## config.mk

```make
export PLATFORM = sky130hd
export DESIGN_NAME = rxb_regs
export DESIGN_NICKNAME = d
export VERILOG_FILES = /design/src/hw/rxb_pkg.sv /design/src/hw/rxb_regs.sv /design/src/hw/rxb_sat_counter.sv
export VERILOG_INCLUDE_DIRS = /design/src /design/src/hw
export SDC_FILE = /design/constraint.sdc
export NUM_CORES = 1
export LEC_CHECK = 0
export ABC_AREA = 1
export BUFFER_PORTS_ARGS = -buffer_cell sky130_fd_sc_hd__buf_2
export CAP_MARGIN = 20
export CORE_ASPECT_RATIO = 1.2
export CORE_MARGIN = 2
export CORE_UTILIZATION = 50
export CTS_CLUSTER_DIAMETER = 30
export DETAILED_ROUTE_END_ITERATION = 10
export GPL_TIMING_DRIVEN = 0
export PLACE_DENSITY = 0.73
export SLEW_MARGIN = 20
export SYNTH_ARGS = -nofsm -noshare
export SYNTH_HDL_FRONTEND = slang
export SYNTH_SLANG_ARGS = --single-unit
```

## constraint.sdc

```tcl
create_clock -name i_core_clk -period 5.25 [get_ports i_core_clk]
set_input_delay 0 -clock i_core_clk [delete_from_list [all_inputs] [get_ports i_core_clk]]
set_output_delay 0 -clock i_core_clk [all_outputs]
set_load 0.01 [all_outputs]
```

## src/hw/rxb_cfg.svh

```systemverilog
`ifndef RXB_CFG_SVH
`define RXB_CFG_SVH

// Register indices; the Avalon byte address is four times the index.
`define RXB_IDX_PAR_HI      8'h55
`define RXB_IDX_PAR_LO      8'h56
`define RXB_IDX_ST_ERR      8'h57
`define RXB_IDX_BC_CFG      8'h58
`define RXB_IDX_RSV_A       8'h59
`define RXB_IDX_RSV_B       8'h5a
`define RXB_IDX_IDENT       8'h5b
`define RXB_IDX_THR_LO      8'h70
`define RXB_IDX_THR_HI      8'h71
`define RXB_IDX_IRQ_STS     8'h72
`define RXB_IDX_IRQ_MASK    8'h73
`define RXB_IDX_CTRL        8'h74

// Field positions.
`define RXB_BC_PASS_ALL     7
`define RXB_BC_PASS_MATCH   6
`define RXB_BC_AUTO_ACK     5
`define RXB_BC_CAM_EN       4
`define RXB_BC_CRC_EN       3
`define RXB_IRQ_OVER        0
`define RXB_IRQ_IDENT       1
`define RXB_IRQ_ST_ERR      2
`define RXB_IRQ_LOCK        3
`define RXB_CTRL_PAR_EN     0
`define RXB_CTRL_OVER       1

// Reset values.
`define RXB_RST_BC_CFG      8'h18
`define RXB_RST_IDENT       8'h00
`define RXB_RST_THR         16'hffff
`define RXB_RST_CTRL        1'b1

// Timing: clock period and back-channel bit periods.
`define RXB_CLK_PS          5000
`define RXB_BIT_FAST_PS     400000
`define RXB_BIT_SLOW_PS     640000
`define RXB_SETTLE_NS       2000

`endif

```

## src/hw/rxb_pkg.sv

```systemverilog
package rxb_pkg;

  typedef logic [7:0]  rxb_byte_t;
  typedef logic [15:0] rxb_par_cnt_t;

  typedef enum logic [1:0]
  {
    RXB_RATE_FAST = 2'b00,
    RXB_RATE_SLOW = 2'b01,
    RXB_RATE_RSV2 = 2'b10,
    RXB_RATE_RSV3 = 2'b11
  } rxb_rate_t;

endpackage

```

## src/hw/rxb_regs.sv

```systemverilog
`timescale 1ns/1ps
`include "rxb_cfg.svh"

module rxb_regs
(
  // Clock and reset
  input  wire logic                  i_core_clk,
  input  wire logic                  i_srst,
  // Avalon-MM slave
  input  wire logic [9:0]            i_avs_address,
  input  wire logic                  i_avs_read,
  input  wire logic                  i_avs_write,
  input  wire logic [31:0]           i_avs_writedata,
  output logic [31:0]                o_avs_readdata,
  output logic                       o_avs_waitrequest,
  // Receiver events
  input  wire logic                  i_link_lock,
  input  wire logic                  i_parity_err,
  input  wire logic                  i_selftest_start,
  input  wire logic                  i_selftest_err,
  input  wire logic                  i_camera_mode,
  // Remote serializer identity from the link
  input  wire logic                  i_ident_valid,
  input  wire logic [6:0]            i_ident_data,
  // I2C request qualifiers
  input  wire logic                  i_i2c_req,
  input  wire logic                  i_i2c_write,
  input  wire logic                  i_i2c_addr_match,
  // I2C decisions
  output logic                       o_i2c_forward,
  output logic                       o_i2c_local_ack,
  // Back-channel controls
  output logic                       o_bc_enable,
  output logic                       o_bc_crc_en,
  output rxb_pkg::rxb_rate_t         o_bc_rate_sel,
  output logic                       o_bc_bit_tick,
  output logic                       o_bc_settling,
  // Status
  output logic                       o_parity_check_en,
  output logic                       o_parity_over,
  output logic [6:0]                 o_remote_ident,
  output logic                       o_irq
);

  import rxb_pkg::*;

  // ****************************************************************
  // Timing constants
  // ****************************************************************

  localparam int FAST_DIV   = `RXB_BIT_FAST_PS / `RXB_CLK_PS;
  localparam int SLOW_DIV   = `RXB_BIT_SLOW_PS / `RXB_CLK_PS;
  localparam int SETTLE_CYC = (`RXB_SETTLE_NS * 1000 + `RXB_CLK_PS - 1) / `RXB_CLK_PS;

  localparam logic [7:0]  FAST_LAST   = 8'(FAST_DIV - 1);
  localparam logic [7:0]  SLOW_LAST   = 8'(SLOW_DIV - 1);
  localparam logic [11:0] SETTLE_LAST = 12'(SETTLE_CYC - 1);

  // ****************************************************************
  // Storage
  // ****************************************************************

  rxb_byte_t    bc_cfg;
  rxb_byte_t    rsv_a;
  rxb_byte_t    rsv_b;
  rxb_byte_t    ident;
  rxb_par_cnt_t thresh;
  logic [3:0]   irq_sts;
  logic [3:0]   irq_mask;
  logic         par_en;
  logic         ack_q;
  logic         lock_q;
  logic         over_q;
  logic [7:0]   div_cnt;
  logic [11:0]  settle_cnt;
  rxb_par_cnt_t par_cnt;
  rxb_byte_t    st_cnt;

  // ****************************************************************
  // Bus decode
  // ****************************************************************

  wire logic [7:0] idx;
  wire logic       aligned;
  wire logic       req;
  wire logic       take;
  wire logic       wr_acc;
  wire logic       rd_snap;
  wire rxb_byte_t  wdat;

  assign idx     = i_avs_address[9:2];
  assign aligned = (i_avs_address[1:0] == 2'b00);
  assign req     = i_avs_read || i_avs_write;
  // The first cycle of a request captures read data; the second releases the master.
  assign take    = req && !ack_q;
  assign wr_acc  = i_avs_write && ack_q && aligned;
  assign rd_snap = i_avs_read && take && aligned;
  assign wdat    = i_avs_writedata[7:0];

  assign o_avs_waitrequest = req && !ack_q;

  wire logic wr_bc;
  wire logic wr_rsv_a;
  wire logic wr_rsv_b;
  wire logic wr_ident;
  wire logic wr_thr_lo;
  wire logic wr_thr_hi;
  wire logic wr_sts;
  wire logic wr_mask;
  wire logic wr_ctrl;
  wire logic rd_par_lo;

  assign wr_bc     = wr_acc && (idx == `RXB_IDX_BC_CFG);
  assign wr_rsv_a  = wr_acc && (idx == `RXB_IDX_RSV_A);
  assign wr_rsv_b  = wr_acc && (idx == `RXB_IDX_RSV_B);
  assign wr_ident  = wr_acc && (idx == `RXB_IDX_IDENT);
  assign wr_thr_lo = wr_acc && (idx == `RXB_IDX_THR_LO);
  assign wr_thr_hi = wr_acc && (idx == `RXB_IDX_THR_HI);
  assign wr_sts    = wr_acc && (idx == `RXB_IDX_IRQ_STS);
  assign wr_mask   = wr_acc && (idx == `RXB_IDX_IRQ_MASK);
  assign wr_ctrl   = wr_acc && (idx == `RXB_IDX_CTRL);
  assign rd_par_lo = rd_snap && (idx == `RXB_IDX_PAR_LO);

  // ****************************************************************
  // Counters
  // ****************************************************************

  wire logic lock_rise;
  wire logic par_clr;

  assign lock_rise = i_link_lock && !lock_q;
  assign par_clr   = lock_rise || rd_par_lo;

  rxb_sat_counter #(.WIDTH(16)) u_par_cnt
  (
    .i_core_clk (i_core_clk),
    .i_srst     (i_srst),
    .i_clr      (par_clr),
    .i_inc      (i_parity_err && par_en),
    .o_count    (par_cnt)
  );

  rxb_sat_counter #(.WIDTH(8)) u_st_cnt
  (
    .i_core_clk (i_core_clk),
    .i_srst     (i_srst),
    .i_clr      (i_selftest_start),
    .i_inc      (i_selftest_err),
    .o_count    (st_cnt)
  );

  // ****************************************************************
  // Read mux
  // ****************************************************************

  wire rxb_byte_t rd_byte;

  assign rd_byte =
      (idx == `RXB_IDX_PAR_HI)   ? par_cnt[15:8] :
      (idx == `RXB_IDX_PAR_LO)   ? par_cnt[7:0] :
      (idx == `RXB_IDX_ST_ERR)   ? st_cnt :
      (idx == `RXB_IDX_BC_CFG)   ? bc_cfg :
      (idx == `RXB_IDX_RSV_A)    ? rsv_a :
      (idx == `RXB_IDX_RSV_B)    ? rsv_b :
      (idx == `RXB_IDX_IDENT)    ? ident :
      (idx == `RXB_IDX_THR_LO)   ? thresh[7:0] :
      (idx == `RXB_IDX_THR_HI)   ? thresh[15:8] :
      (idx == `RXB_IDX_IRQ_STS)  ? {4'h0, irq_sts} :
      (idx == `RXB_IDX_IRQ_MASK) ? {4'h0, irq_mask} :
      (idx == `RXB_IDX_CTRL)     ? {6'h00, over_q, par_en} :
      8'h00;

  always_ff @(posedge i_core_clk)
  begin
    if (i_srst)
      o_avs_readdata <= 32'h0000_0000;
    else if (i_avs_read && take)
      o_avs_readdata <= {24'h00_0000, aligned ? rd_byte : 8'h00};
  end

  always_ff @(posedge i_core_clk)
  begin
    if (i_srst)
      ack_q <= 1'b0;
    else
      ack_q <= take;
  end

  // ****************************************************************
  // Configuration registers
  // ****************************************************************

  always_ff @(posedge i_core_clk)
  begin
    if (i_srst)
    begin
      bc_cfg   <= `RXB_RST_BC_CFG;
      rsv_a    <= 8'h00;
      rsv_b    <= 8'h00;
      thresh   <= `RXB_RST_THR;
      irq_mask <= 4'h0;
      par_en   <= `RXB_RST_CTRL;
    end
    else
    begin
      if (wr_bc)
        bc_cfg <= wdat;
      if (wr_rsv_a)
        rsv_a <= wdat;
      if (wr_rsv_b)
        rsv_b <= wdat;
      if (wr_thr_lo)
        thresh[7:0] <= wdat;
      if (wr_thr_hi)
        thresh[15:8] <= wdat;
      if (wr_mask)
        irq_mask <= wdat[3:0];
      if (wr_ctrl)
        par_en <= wdat[`RXB_CTRL_PAR_EN];
    end
  end

  // ****************************************************************
  // Remote serializer identity
  // ****************************************************************

  wire logic auto_load;

  assign auto_load = i_ident_valid && !ident[0] && !wr_ident;

  always_ff @(posedge i_core_clk)
  begin
    if (i_srst)
      ident <= `RXB_RST_IDENT;
    else if (wr_ident)
      ident <= wdat;
    else if (auto_load)
      ident[7:1] <= i_ident_data;
  end

  // ****************************************************************
  // Threshold flag and interrupts
  // ****************************************************************

  wire logic [3:0] irq_evt;
  wire logic [3:0] next_irq_sts;

  always_ff @(posedge i_core_clk)
  begin
    if (i_srst)
    begin
      over_q <= 1'b0;
      lock_q <= 1'b0;
    end
    else
    begin
      over_q <= (par_cnt > thresh) && !par_clr;
      lock_q <= i_link_lock;
    end
  end

  assign irq_evt[`RXB_IRQ_OVER]   = (par_cnt > thresh) && !over_q && !par_clr;
  assign irq_evt[`RXB_IRQ_IDENT]  = auto_load && (ident[7:1] != i_ident_data);
  assign irq_evt[`RXB_IRQ_ST_ERR] = i_selftest_err;
  assign irq_evt[`RXB_IRQ_LOCK]   = lock_rise;

  // A new event wins over a write-one-to-clear in the same cycle.
  assign next_irq_sts = (irq_sts & ~(wr_sts ? wdat[3:0] : 4'h0)) | irq_evt;

  always_ff @(posedge i_core_clk)
  begin
    if (i_srst)
      irq_sts <= 4'h0;
    else
      irq_sts <= next_irq_sts;
  end

  assign o_irq = |(irq_sts & irq_mask);

  // ****************************************************************
  // Back-channel bit rate and settling window
  // ****************************************************************

  wire logic       rate_chg;
  wire logic [7:0] div_last;

  assign div_last = (bc_cfg[1:0] == RXB_RATE_SLOW) ? SLOW_LAST : FAST_LAST;
  assign rate_chg = wr_bc && (wdat[1:0] != bc_cfg[1:0]);

  always_ff @(posedge i_core_clk)
  begin
    if (i_srst || rate_chg || div_cnt >= div_last)
      div_cnt <= 8'h00;
    else
      div_cnt <= div_cnt + 8'h01;
  end

  always_ff @(posedge i_core_clk)
  begin
    if (i_srst)
      o_bc_bit_tick <= 1'b0;
    else
      o_bc_bit_tick <= !rate_chg && (div_cnt >= div_last);
  end

  always_ff @(posedge i_core_clk)
  begin
    if (i_srst)
      settle_cnt <= 12'h000;
    else if (rate_chg)
      settle_cnt <= SETTLE_LAST + 12'h001;
    else if (settle_cnt != 12'h000)
      settle_cnt <= settle_cnt - 12'h001;
  end

  // ****************************************************************
  // Registered outputs
  // ****************************************************************

  always_ff @(posedge i_core_clk)
  begin
    if (i_srst)
    begin
      o_i2c_forward   <= 1'b0;
      o_i2c_local_ack <= 1'b0;
      o_bc_enable     <= 1'b1;
      o_bc_crc_en     <= 1'b1;
      o_bc_rate_sel   <= RXB_RATE_FAST;
      o_bc_settling   <= 1'b0;
    end
    else
    begin
      o_i2c_forward   <= i_i2c_req && (bc_cfg[`RXB_BC_PASS_ALL]
                         || (bc_cfg[`RXB_BC_PASS_MATCH] && i_i2c_addr_match));
      o_i2c_local_ack <= i_i2c_req && i_i2c_write && bc_cfg[`RXB_BC_AUTO_ACK];
      o_bc_enable     <= !i_camera_mode || bc_cfg[`RXB_BC_CAM_EN];
      o_bc_crc_en     <= bc_cfg[`RXB_BC_CRC_EN];
      o_bc_rate_sel   <= rxb_rate_t'(bc_cfg[1:0]);
      o_bc_settling   <= rate_chg || (settle_cnt > 12'h001);
    end
  end

  assign o_parity_check_en = par_en;
  assign o_parity_over     = over_q;
  assign o_remote_ident    = ident[7:1];

endmodule

```

## src/hw/rxb_sat_counter.sv

```systemverilog
`timescale 1ns/1ps

module rxb_sat_counter
#(
  parameter int WIDTH = 8
)
(
  // Clock and reset
  input  wire logic             i_core_clk,
  input  wire logic             i_srst,
  // Control
  input  wire logic             i_clr,
  input  wire logic             i_inc,
  // Count
  output logic [WIDTH-1:0]      o_count
);

  wire logic             at_max;
  wire logic [WIDTH-1:0] next_count;

  // A clear and an event in the same cycle leave a count of one, so the event is kept.
  assign at_max     = &o_count;
  assign next_count = i_clr ? {{(WIDTH-1){1'b0}}, i_inc}
                    : ((i_inc && !at_max) ? o_count + 1'b1 : o_count);

  always_ff @(posedge i_core_clk)
  begin
    if (i_srst)
      o_count <= '0;
    else
      o_count <= next_count;
  end

endmodule

```

# Yosys cells after proc, flatten, opt, wreduce, memory -nomap -nowiden
# Index checks and enable logic that the tools add are counted.
# totals
regBits,120
inputBits,62
wordCells,137
# op_classes
n_addsub,4
magnitude_cmp,3
eq_ne,15
n_mux,23
bitwise_logic,4
reduce_logical,60
# op_table
op,count
8-bit by 7-bit == test with 1-bit output (second input constant),12
8-bit 2-to-1 mux,10
1-bit logical AND,31
9-bit 2-to-1 mux,2
16-bit by 1-bit adder with 16-bit output (second input constant),1
8-bit by 1-bit adder with 8-bit output (second input constant),2
16-bit > comparator,1
16-bit AND reduction,1
7-bit 2-to-1 mux,2
12-bit by 1-bit > comparator with 1-bit output (second input constant),1
4-bit 2-to-1 mux,3
12-bit nonzero test,1
12-bit by 1-bit subtractor with 12-bit output (second input constant),1
1-bit logical NOT,10
4-bit AND,2
8-bit by 7-bit >= comparator with 1-bit output,1
8-bit AND reduction,1
2-bit nonzero test,4
1-bit logical OR,7
7-bit inequality test,1
6-bit 2-to-1 mux,1
2-bit OR reduction,3
1-bit 2-to-1 mux,4
4-bit inverter,1
other kinds (6),6

# Logic depth before layout (Yosys ltp)
# Gate-level depths: netlist of the first run.
# depth
depth_word,14
mapped_depth,13
ltp_nobuf,13

# By module
# From an unflattened synthesis of the first run, not the netlist that was laid out.
# hier_totals
cells_unflattened,971
area_unflattened_um2,6708.9
# modules_own_cells
module,n_inst,cells_each,area_each_um2
rxb_regs,1,754,5312.6
rxb_sat_counter at u_par_cnt,1,141,903.4
rxb_sat_counter at u_st_cnt,1,76,493.0

# Worst setup path before layout of the first run
# Ideal clock, no wire load.
# synth_path
path_type,reg-to-reg
start,register u_st_cnt.o_count[0]
end,register u_st_cnt.o_count[7]
setup_time_ns,0.119
arrival_time_ns,1.588
required_time_ns,5.131
slack_ns,3.543
stages_incl_launch_ff,10
path_buffers,0
period_less_slack_ns,1.707
path_cell_list,dfxtp_1 > ha_1 > nand3_1 > nor2_1 > a31oi_1 > nand4_1 > inv_1 > nand4_1 > o21ai_0 > a21oi_1
# synth_via
elab_chain_cells,3
word_cells_on_any_way,4
# synth_rtl
element,line_no,source
"start, declared",rxb_sat_counter.sv:15,output logic [WIDTH-1:0] o_count
"start signal, assigned",rxb_sat_counter.sv:31,o_count <= next_count;
"parallel branches: the longest is 3 deep, another holds 8-bit by 1-bit adder with 8-bit output",-,
# Parallel ways; which one is timed is not known.
# A chain may end at the register's enable or synchronous reset.

# Worst setup path in the final report of the first run
# layout_path
start,register ack_q
end,register irq_sts[0]
# layout_via
elab_chain_cells,9
word_cells_on_any_way,15
# layout_rtl
element,line_no,source
"start, declared",rxb_regs.sv:71,logic ack_q;
"start signal, assigned",rxb_regs.sv:186,ack_q <= take;
1-bit logical NOT,rxb_regs.sv:95,assign take = req && !ack_q;
1-bit logical AND,rxb_regs.sv:95,
1-bit logical AND (2 in series),rxb_regs.sv:97,assign rd_snap = i_avs_read && take && aligned;
1-bit logical AND,rxb_regs.sv:122,assign rd_par_lo = rd_snap && (idx == `RXB_IDX_PAR_LO);
1-bit logical OR,rxb_regs.sv:132,assign par_clr = lock_rise || rd_par_lo;
1-bit logical NOT,rxb_regs.sv:262,assign irq_evt[`RXB_IRQ_OVER] = (par_cnt > thresh) && !over_q && !par_clr;
1-bit logical AND,rxb_regs.sv:262,
4-bit bitwise OR (*),rxb_regs.sv:268,assign next_irq_sts = (irq_sts & ~(wr_sts ? wdat[3:0] : 4'h0)) | irq_evt;
"end signal, assigned",rxb_regs.sv:275,irq_sts <= next_irq_sts;
"end, declared",rxb_regs.sv:68,logic [3:0] irq_sts;
# Every way passes the cells marked *; elsewhere a longest branch is shown, timed or not.

==> results summary, run 1 <==
The run finished with clean final reports. TritonCTS built the clock tree. In this run, the combinational gates consume 14.0% of the power. The pin count of the biggest net entering global routing came out at 17. The critical path in this run is classified as reg -> reg.

The routed layout has 6388 vias. The remaining global-route overflow is 0. Counting along the longest clock path gives a buffer depth of 2.

The relative slew slack came out at 58.2%. The worst hold path terminates at u_par_cnt.o_count[0]$_SDFFE_PP0P_. The worst register-to-register path begins at ack_q$_SDFF_PP0_. The first global-routing pass estimated 28.6 mm of wire. The slowest stage of the critical path is the dlygate4sd3_1 cell. The hold-fix buffer count after cts is 25. Once the floorplan was initialized, standard cells occupied 50.9% of the core. The data required time at the worst endpoint is 5.52 ns. The internal power of the cells totals 2.01 mW. Setup repair after global routing left no endpoint under its margin. The final clock skew came out at 0.00859 ns. The average via count per standard cell came out at 5.23.

STA classifies the critical path startpoint as a flip-flop. The number of buffers added on ports came out at 62. The mean area per synthesized cell came out at 7.02 sq um. The overall routed net length came out at 17.8 mm. The most common flop cell mapped by yosys is dfxtp_1. The share of the Yosys chip area taken by registers is 37.4%. The net load switching power came out at 0.689 mW. In this run, synthesis produced a sequential element count of 120. In this run the most critical hold path is launched from i_parity_err. The placed standard-cell area is 7020 sq um. After routing, the total negative slack on setup checks comes to 0 ns.

In the final layout, the multi-input gates occupy 3260 sq um. The total count of hold-check failures in the final report is 0. The maximum vdd ir drop came out at 0.000211 V. The vertical die dimension is 128 um. The average wire per cell in the routed design came out at 14.6 um. The total CTS buffers came out at 17. The overall track demand over capacity in global routing is 26.6%. The summed instance area of the synthesized netlist came out at 6420 sq um. The largest fanout on the critical path is 10. The number of detailed-routing iterations run before antenna repair is 5.

The worst-margin pin slew is 0.628 ns. The post-CTS repair timing setup buffer count is 0. The arrival time reported for the critical path endpoint is 2.48 ns. The number of max-slew violations in the final report came to 0. The first-iteration detailed-routing DRC count came out at 480. The delay of the slowest critical-path stage came out at 0.58 ns. The remaining antenna violation count after routing is 0. The sequential share of power is 36.9%. The TritonCTS sink count came out at 120. Fill cells in the final layout number 1152.

The total leakage power came out at 3.72 nW. The number of placement rows is 45. The number of distinct standard cells referenced by the synthesized netlist is 47. The horizontal extent of the die is 107 um. The signal on the critical path passes through a21oi_1, dlygate4sd3_1, inv_1, nor2_1, nand2_1, o21ai_1, nor2_1, buf_2, nand3b_1, o21ai_0. Counting instances, the worst hold path has a depth of 5. The endpoint identified for the worst register-to-register timing path is irq_sts[0]$_SDFF_PP0_. The diode insertion count for antenna repair came out at 0. During synthesis, Yosys emitted a total of 0 warnings. Counting flops with an async set or reset pin after synthesis yields a share of 0%. The synthesis-to-finish area growth came out at 23.7%. The clock network power share came out at 49.1%. The timing-limited maximum frequency came out at 453 MHz. The maximum level of the CTS H-tree is 4. The clock-pin transition on the worst setup and hold timing paths is 0.05 ns. The initial antenna violation count came out at 0. The total of cells resized after clock tree synthesis is 0.

The number of global-route vias before repair came out at 6047. With fillers left out, the area of the finished cells amounts to 7940 sq um. The area enclosed by the die boundary came out at 13800 sq um. The portion of the clock cycle consumed by the worst path in the final layout came out at 42.1%. For this design the top-level I/O count stands at 113.

Once detailed placement completed, the half-perimeter wirelength came to 13.0 mm. The routability-driven placement congestion ratio came out at 0.923. The number of cell instances on the worst register-to-register path is 10. The DRC violations left came out at 0. The library cell used most frequently in the layout, excluding fill and tap cells, is nand2_1. Among the stages of the critical path, the cell type that occurs most often is nor2_1. Synthesis produced 915 cells. Clock tree synthesis selected as its root buffer the cell clkbuf_16. The time the final worst path needs with I/O delays and setup is 2.21 ns. The number of enable-type register cells in the synthesized netlist is 0. The tightest min-delay check is of the in -> reg type. Summing all flip-flop and latch instances after layout gives 2400 sq um. The library cells used most frequently in the layout, excluding fill and tap cells, are nand2_1 (179), inv_1 (127), dfxtp_1 (120), a21oi_1 (86), nor2_1 (75). The total power divided by cell area is 339 nW/um^2. The setup violation total in the final timing report came out at 0.

The finished layout holds 1221 standard cells, fillers aside. The worst setup path is captured at a flip-flop. The area of the placeable core came out at 12600 sq um.

The insertion delay of the later-clocked pin in the worst-skew pair is 0.41 ns. The switching portion of total power came out at 25.5%. Max-cap violations in this run came to 0.

After the last flow step, the layout net total stands at 1129. Setup slack on the worst reg-to-reg path comes out at 3.04 ns. The number of instances in the placed design is 1164. The proportion of layout cells with a drive suffix above 1 came out at 16.0%.
==> routing by layer <==
metal | part of all wire, % | GRT usage (%) | vias to the layer above
li1 | - | - | 3209
met1 | 42 | 32.0 | 2862
met2 | 46 | 44.3 | 250
met3 | 6.3 | 4.73 | 67
met4 | 5.6 | 15.2 | 0
met5 | 0 | 0 | -
==> metrics by stage <==
stage | power (mW) | worst slack, ns | utilization, % | hold WS (ns)
final | 2.70 | 3.04 | 63.0 | 0.0283
after floorplan | 1.27 | 3.54 | - | 0.0846
after detailed placement | 1.37 | 3.26 | 55.7 | 0.213
after global placement | 1.36 | 3.24 | 55.7 | 0.215
after global routing | 2.80 | 2.87 | 63.0 | 0.0602
after CTS | 2.69 | 3.06 | 63.0 | 0.0172
==> cell families after synthesis <==
kind of cell	share of synthesized area (%)
other	0.0584
and+or+nand+nor	26.9
xor gates and xnor gates	1.91
adders and majority gates	4.48
AOI/OAI and AO/OA	16.0
DFF	37.4
buffers and inverters	13.2
==> Yosys cell counts, types with 8 or more instances <==
cell	count	area, sq um
clkbuf_1	8	30.0
nand2_1	179	672
buf_4	34	255
o21ai_0	66	330
nor2_1	75	282
xnor2_1	8	70.1
nand4_1	27	169
a21oi_1	86	430
ha_1	23	288
inv_2	8	30.0
nand3_1	57	285
dfxtp_1	120	2400
o211ai_1	10	75.1
inv_1	127	477
nor3_1	13	65.1
==> sequential cells by signal, indices dropped and copies added, names as in the netlist, 2 cells and up <==
name	count
rsv_b	8
ident	8
u_st_cnt.o_count	8
o_avs_readdata	8
irq_sts	4
rsv_a	8
div_cnt	8
irq_mask	4
settle_cnt	12
o_bc_rate_sel	2
thresh	16
u_par_cnt.o_count	16
bc_cfg	8
==> worst max path at each step <==
stage	startpoint	cells after the start	slack, ns	endpoint
4_1_cts	ack_q$_SDFF_PP0_	10	3.06	irq_sts[0]$_SDFF_PP0_
5_1_grt	ack_q$_SDFF_PP0_	10	2.87	irq_sts[0]$_SDFF_PP0_
2_1_floorplan	u_st_cnt.o_count[0]$_SDFFE_PP0P_	9	3.54	u_st_cnt.o_count[7]$_SDFFE_PP0P_
6_report	ack_q$_SDFF_PP0_	10	3.04	irq_sts[0]$_SDFF_PP0_
3_3_place_gp	u_st_cnt.o_count[0]$_SDFFE_PP0P_	9	3.24	u_st_cnt.o_count[7]$_SDFFE_PP0P_
3_5_place_dp	u_st_cnt.o_count[0]$_SDFFE_PP0P_	9	3.26	u_st_cnt.o_count[7]$_SDFFE_PP0P_
==> layout make-up <==
class | instances | area share (%)
inverters | 137 | 6.47
clock buffers | 20 | 5.62
clock inverters | 12 | 2.80
repair buffers | 87 | 7.06
plain buffers | 51 | 4.22
multi-input cells | 630 | 41.0
flip-flops and latches | 120 | 30.2
well taps | 164 | 2.58
==> worst max-delay path: cells and delay by family, from the launching register on <==
family                 cells  cell delay [ns]
flip-flops                 1             0.31
buffers and inverters      3             0.85
AO/OA/AOI/OAI              3             0.47
AND/OR/NAND/NOR            4             0.45
==> power groups by stage <==
stage                     clock [mW]  combinational (mW)  sequential [mW]
after detailed placement           0               0.355             1.01
after floorplan                    0               0.268             1.00
final                           1.32               0.378            0.994
after CTS                       1.33               0.373            0.992
after global routing            1.38               0.431            0.997
after global placement             0               0.349             1.01
No activity file was read; power rests on OpenSTA's default activity.
==> inputs of run 2 (changes only) <==
Settings changed: ABC_AREA 1 to 0, PLACE_DENSITY 0.73 to 0.72.
Clock period 5.25 ns to 2.1 ns, I/O delays scaled along.
==> results summary, run 2 <==
The arrival time reported for the critical path endpoint is 2.26 ns (-0.22 ns). The number of cells on the worst hold path is 3 (-2). The compound-gate portion of the synthesized area is 17.5% (+1.5 points).

The setup TNS is 0 ns (unchanged). The TritonCTS sink count came to 120 (unchanged). The pin count of the biggest net entering global routing came to 17 (unchanged). The number of global-route vias before repair came out at 5786 (-4.3%). The setup violation total in the final timing report is 0 (unchanged).

The post-layout utilization of the core is 61.9% (-1.1 points). The placed standard-cell area is 7200 sq um (+2.5%). CTS placed an instance of clkbuf_16 at the clock tree root. The maximum vdd ir drop was 0.000608 V (+190%). The share of cell area taken by muxes after synthesis came out at 8.33% (+8.3 points).

The number of detailed-routing iterations run before antenna repair came out at 5 (unchanged). The adder and majority cell fraction of the synthesized area came out at 4.36% (-0.13 points). The via count is 6265 (-1.9%). The largest fanout on the critical path is 7 (-3). Relative to the synthesized area, the layout overhead comes to 22.4%. The total of warnings raised by yosys came out at 0 (unchanged). The count of nets after finishing came out at 967 (-14%).

The clock-pin transition on the worst setup and hold timing paths came out at 0.06 ns (about the same). The run finished with clean final reports. The area enclosed by the die boundary is 14200 sq um (+2.8%).

The I/O pin total was 113 (unchanged). The maximum number of buffers from clock root to sink came out at 2 (unchanged). The main combinational cell family by area after synthesis is simple AND/OR/NAND/NOR gates.

The vertical die dimension came out at 130 um (+1.4%). The remaining antenna violation count after routing was 0 (unchanged). The overall track demand over capacity in global routing is 28.7% (+2.1 points).

The final clock skew came out at 0.00674 ns (-0.00185 ns). The wire length on met1 is 7.95 mm (+6.3%). The number of max-slew violations in the final report came out at 0 (unchanged). The number of instances in the synthesized netlist came out at 758 (-17%). The amount of wire on met2 after detailed routing was 9.45 mm (+15%). The portion of the clock cycle consumed by the worst path in the final layout came to 92.8% (+51 points).

The largest registers in the layout are thresh x16, u_par_cnt.o_count x16, settle_cnt x12. The sum of met3 wire segment lengths after detailed routing came to 1.62 mm (+44%). The kind of critical path is reg -> reg. The time the final worst path needs with I/O delays and setup is 1.95 ns (-0.259 ns). Setup repair after global routing left no endpoint under its margin. The horizontal extent of the die came out at 109 um (+1.4%). The share of the synthesized area in the top cell type is 36.4% (-1.0 points).

The setup slack after placement is 0.0569 ns (-3.20 ns). The DRC violations left came out at 0 (unchanged). The number of placement rows came out at 46 (+2.2%). The timing-limited maximum frequency came out at 513 MHz (+13%). Sorting the synthesized cells by area gives the leading types as dfxtp_1 (36%), mux2i_1 (7.0%), ha_1 (4.4%). The average via count per standard cell is 5.89 (+13%).

The number of register bits inferred by synthesis is 120 (unchanged). The total count of hold-check failures in the final report is 0 (unchanged). TritonCTS built the clock tree. Leaving out fill and tap cells, the most frequent cells in the layout are dfxtp_1 (120), buf_2 (74), nor2_1 (66), nand2_1 (53), mux2i_1 (46). The detailed router used layers up to and including met4.

The overall routed net length was 19.8 mm (+11%). The starting density of the core is 50.6% (-0.35 points). The global-route wire length before repair came out at 30.7 mm (+7.4%). The filler-free cell count of the finished design was 1063 (-13%).

In the synthesized netlist the dominant register cell turns out to be dfxtp_1. The post-DP HPWL was 13.9 mm (+6.9%). The data required time at the worst endpoint is 2.41 ns (-3.11 ns).

The number of buffers added on ports came to 59 (-4.8%). The first-iteration detailed-routing DRC count is 690 (+44%). The nature of the critical path startpoint is a flip-flop. The setup slack after layout came out at 0.151 ns (-2.89 ns). The number of cell instances on the worst register-to-register path came out at 6 (-4). The filler cell count came out at 1147 (-0.43%).

The share of synthesized flip-flops with an asynchronous set or reset came out at 0% (unchanged). The number of enable-type register cells in the synthesized netlist is 0 (unchanged). The summed instance area of the synthesized netlist came out at 6610 sq um (+2.9%). The number of instances in the placed design is 1008 (-13%). The share of synthesized cell area in and, or, nand and nor gates is 21.2% (-5.7 points). The number of distinct standard cells referenced by the synthesized netlist came to 82 (+74%). The initial antenna violation count came to 0 (unchanged). The total CTS buffers is 17 (unchanged). The total leakage power came out at 3.69 nW (-0.87%).

The cell with the most instances after synthesis is dfxtp_1. The routability-driven placement congestion ratio is 1.00 (+8.4%). The xor/xnor share of the synthesized area came out at 3.71% (+1.8 points). The final standard cell area without fillers came out at 8090 sq um (+1.8%). The maximum level of the CTS H-tree is 4 (unchanged). The register area share after synthesis is 36.4% (-1.0 points).

The mean area per synthesized cell is 8.72 sq um (+24%). Sorting the synthesized cells by how often they occur yields dfxtp_1 (120), nor2_1 (67), nand2_1 (53). The kind of end point of the critical path is a flip-flop. The library cell used most frequently in the layout, excluding fill and tap cells, is dfxtp_1.

The area of the placeable core is 13100 sq um (+3.6%). The worst hold path belongs to the class in -> reg. The number of max-cap violations came out at 0 (unchanged). The total power divided by cell area is 830 nW/um^2 (+140%).

The remaining global-route overflow is 0 (unchanged). The relative slew slack is 52.1% (-6.0 points). The average wire per cell in the routed design was 18.7 um (+28%). The worst-margin pin slew came out at 0.712 ns (+0.0838 ns).

The proportion of layout cells with a drive suffix above 1 came out at 18.8% (+2.8 points). The insertion delay of the later-clocked pin in the worst-skew pair is 0.43 ns (+0.02 ns). The largest total area in the synthesized netlist belongs to dfxtp_1. The diode insertion count for antenna repair is 0 (unchanged).
run 2: path summary, 6_finish.rpt:
| check | startpoint | slack (ns) | end |
|---|---|---|---|
| max | u_par_cnt.o_count[7]$_SDFFE_PP0P_ | 0.15 | irq_sts[0]$_SDFF_PP0_ |
| min | i_avs_writedata[3] | 0.05 | thresh[3]$_SDFFE_PP1P_ |
| max reg2reg | u_par_cnt.o_count[7]$_SDFFE_PP0P_ | 0.15 | irq_sts[0]$_SDFF_PP0_ |
| min reg2reg | div_cnt[0]$_SDFF_PP0_ | 0.45 | div_cnt[0]$_SDFF_PP0_ |
run 2: layout make-up:
cell class | instances | area (sq um) | share of cell area, %
clock inverters | 8 | 168 | 2.07
repair buffers | 82 | 526 | 6.50
inverters | 32 | 120 | 1.49
plain buffers | 73 | 442 | 5.46
well taps | 168 | 210 | 2.60
flip-flops and latches | 120 | 2400 | 29.7
clock buffers | 24 | 472 | 5.83
multi-input cells | 556 | 3750 | 46.3
run 2: cells by family after synthesis:
family | Yosys count
muxes | 51
and+or+nand+nor | 262
xor gates and xnor gates | 28
other | 1
AOI/OAI and AO/OA | 168
DFF | 120
buffers and inverters | 105
adders and majority gates | 23
run 2: worst max-delay path, cell delays in order (launching register included):
cell	delay, ns
dfxtp_1	0.49
ha_1	0.33
a21oi_1	0.14
o21ai_0	0.09
a221o_1	0.39
a211oi_2	0.29
o31ai_1	0.10
run 2: per-layer routing:
metal	global-route usage [%]	vias up
met5	0	-
met4	13.8	0
met3	6.94	69
met2	47.6	313
met1	34.8	2953
li1	-	2930
run 2: per-stage QoR:
step,hold WS (ns),power (mW)
after CTS,0.0348,6.69
after global placement,0.168,3.48
after floorplan,0.0619,3.23
after global routing,0.0582,6.96
after detailed placement,0.171,3.49
final,0.0478,6.71
run 2: timing repair:
action	in CTS	in global routing
buffers inserted	0	0
endpoints found under the hold margin	32	0
endpoints found under the setup margin	0	18
hold buffers	23	0
resized for setup	0	4
run 2: report_power, final:
| part | switching [mW] | internal (mW) | total, mW |
|---|---|---|---|
| combinational | 0.576 | 0.442 | 1.02 |
| clock | 1.03 | 2.16 | 3.19 |
| sequential | 0.108 | 2.39 | 2.50 |
==> inputs of run 3 (changes only) <==
Settings changed: CORE_UTILIZATION 50 to 40, CTS_CLUSTER_SIZE set to 28, PLACE_DENSITY 0.72 to unset, SYNTH_HIERARCHICAL set to 1.
==> results summary, run 3 <==
The run finished with clean final reports. The portion of the clock cycle consumed by the worst path in the final layout is 97.0% (+4.2 points). The initial antenna violation count is 0 (unchanged). The share of the synthesized area in the top cell type is 35.7% (-0.64 points).

The power after layout was 6.69 mW (-0.24%). The critical path in this run is classified as reg -> reg. The number of register bits inferred by synthesis came out at 120 (unchanged). The number of enable-type register cells in the synthesized netlist is 0 (unchanged). The routability-driven placement congestion ratio came out at 0.941 (-6.0%).

The maximum number of buffers from clock root to sink came out at 2 (unchanged). The worst hold margin came out at 0.0387 ns (-0.00916 ns). The maximum vdd ir drop is 0.000496 V (-18%). The summed instance area of the synthesized netlist is 6730 sq um (+1.8%). The final standard cell area without fillers is 8340 sq um (+3.1%). In the post-synthesis netlist, the biggest area contributors are dfxtp_1 (36%), nand2_1 (5.6%), mux2i_1 (4.8%). The proportion of layout cells with a drive suffix above 1 was 19.3% (+0.55 points). The I/O pin total is 113 (unchanged). The most utilized layer in the global route result is met2. The relative slew slack came to 40.3% (-12 points). The TritonCTS sink count is 120 (unchanged). The remaining global-route overflow is 0 (unchanged).

The average via count per standard cell came to 5.49 (-6.9%). The overall routed net length is 20.5 mm (+3.3%). The share of synthesized flip-flops with an asynchronous set or reset came out at 0% (unchanged). The diode insertion count for antenna repair is 0 (unchanged).

The clock-pin transition on the worst setup and hold timing paths came out at 0.06 ns (about the same). The via count came out at 6362 (+1.5%). The kind of end point of the critical path is a flip-flop. The setup TNS came out at 0 ns (unchanged). The global routing met3 resource utilization came to 3.67% (-3.3 points). The count of nets after finishing is 1019 (+5.4%). The number of buffers added on ports came out at 59 (unchanged).

The number of detailed-routing iterations run before antenna repair came out at 5 (unchanged). The starting density of the core is 41.2% (-9.4 points). The number of max-slew violations in the final report came out at 0 (unchanged).

The vertical die dimension came out at 146 um (+12%). TritonCTS built the clock tree. The library cell used as clock root buffer is clkbuf_16.

Tracing the worst setup path back leads to its startpoint at u_par_cnt/o_count[6]$_SDFFE_PP0P_. The number of instances in the synthesized netlist is 804 (+6.1%). The remaining antenna violation count after routing came out at 0 (unchanged). The final clock skew came out at 0.0114 ns (+0.00471 ns). The register area share after synthesis came to 35.7% (-0.64 points). The number of placement rows came out at 51 (+11%). The timing-limited maximum frequency is 491 MHz (-4.3%). The time the final worst path needs with I/O delays and setup came out at 2.04 ns (+0.0883 ns).

The met2 track demand over resource in global routing is 36.9% (-11 points). The number of distinct standard cells referenced by the synthesized netlist is 78 (-4.9%). The most common flop cell mapped by yosys is dfxtp_1. The nature of the critical path startpoint is a flip-flop.

The data required time at the worst endpoint is 2.46 ns (+0.05 ns). The area enclosed by the die boundary is 17900 sq um (+26%). The first-iteration detailed-routing DRC count is 434 (-37%).

The source of the worst hold timing path is i_srst. The overall track demand over capacity in global routing is 23.0% (-5.7 points). The mean area per synthesized cell came out at 8.36 sq um (-4.0%). The area growth from synthesis to layout is 24.0%. The path class of the lowest-slack min-delay path is in -> reg.

The largest registers in the layout are thresh x16, u_par_cnt/o_count x16, settle_cnt x12. The total power divided by cell area is 802 nW/um^2 (-3.3%). The library cell with the largest summed area after synthesis is dfxtp_1. The library cell used most frequently in the layout, excluding fill and tap cells, is dfxtp_1. The total count of hold-check failures in the final report came to 0 (unchanged). The maximum level of the CTS H-tree is 4 (unchanged).

The average wire per cell in the routed design came to 17.7 um (-5.3%). The placed standard-cell area is 7370 sq um (+2.4%). The commonest cells after synthesis are dfxtp_1 (120), nand2_1 (100), a21oi_1 (61). The post-DP HPWL came out at 15.1 mm (+8.3%).

The number of max-cap violations came to 0 (unchanged). The total leakage power is 3.49 nW (-5.5%). The arrival time reported for the critical path endpoint is 2.39 ns (+0.13 ns).

The worst-margin pin slew was 0.873 ns (+0.161 ns). The total CTS buffers was 17 (unchanged). The global-route wire length before repair came out at 31.7 mm (+3.5%).

The area of the placeable core came out at 16300 sq um (+25%). The setup violation total in the final timing report is 0 (unchanged). By instance count, the leading cell after synthesis is dfxtp_1. The pin count of the biggest net entering global routing came out at 17 (unchanged). In the layout the commonest cells are dfxtp_1 (118), nand2_1 (100), buf_2 (72), a21oi_1 (61), nand3_1 (51). The largest fanout on the critical path was 8 (+1).

The DRC violations left is 0 (unchanged). The horizontal extent of the die is 122 um (+12%). The number of global-route vias before repair came to 5938 (+2.6%).

The insertion delay of the later-clocked pin in the worst-skew pair is 0.42 ns (about the same). The total of warnings raised by yosys is 6 (+6). The startpoint identified for the worst register-to-register timing path is u_par_cnt/o_count[6]$_SDFFE_PP0P_. The global routing usage on met1 is 29.8% (-5.0 points).
-- run 3: repair_timing --
item,in CTS,in global routing
gates resized for setup,6,12
pin swaps,0,2
hold buffers,25,0
buffers inserted,0,4
endpoints found under the hold margin,44,0
endpoints found under the setup margin,20,41
-- run 3: worst max-delay path: stages, from the launching register on --
cell and delay, ns:
dfxtp_1 0.51, nand3_2 0.22, or4_4 0.60, or4_1 0.49, a21oi_1 0.15
-- run 3: stage by stage --
stage / std cells / worst slack (ns) / util [%]
after floorplan: 827 / 0.228 / -
after global placement: 1098 / -0.316 / 45.1
after detailed placement: 1098 / -0.323 / 45.1
after CTS: 1155 / 0.0259 / 50.6
after global routing: 1159 / -0.0127 / 51.1
final: 1159 / 0.0628 / 51.1
-- run 3: per-layer routing --
| layer | up-vias | share of wire (%) |
|---|---|---|
| met2 | 185 | 48 |
| met1 | 3020 | 44 |
| met3 | 46 | 4.4 |
| li1 | 3111 | - |
| met5 | - | 0 |
| met4 | 0 | 3.6 |
-- run 3: path summary, 6_finish.rpt --
check,depth (start not counted),slack (ns),to
min,4,0.04,u_par_cnt/o_count[6]$_SDFFE_PP0P_
min reg2reg,2,0.46,rsv_b[0]$_SDFFE_PP0P_
max,4,0.06,u_par_cnt/o_count[13]$_SDFFE_PP0P_
max reg2reg,4,0.06,u_par_cnt/o_count[13]$_SDFFE_PP0P_
-- run 3: area by class of cell --
type | count | area (sq um)
fill | 1606 | 8000
multi-input combinational | 604 | 3950
sequential | 120 | 2400
timing repair buffer | 88 | 576
clock buffer | 22 | 454
buffer | 73 | 432
tap | 212 | 265
clock inverter | 10 | 150
inverter | 30 | 113
-- run 3: where the power goes --
part           leakage [nW]  switching (mW)  internal, mW  total, mW
combinational          2.21           0.658         0.479       1.14
sequential            0.975           0.118          2.40       2.52
clock                 0.301            1.04          2.00       3.04
-- run 3: logic make-up after synthesis --
family / count (synthesis) / share of synthesized area [%]
simple gates: 311 / 24.5
compound gates: 186 / 18.2
flops: 120 / 35.7
buf+inv: 103 / 8.02
mux: 40 / 6.60
fa+ha+maj: 23 / 4.28
xor+xnor: 20 / 2.60
other cells: 1 / 0.0558
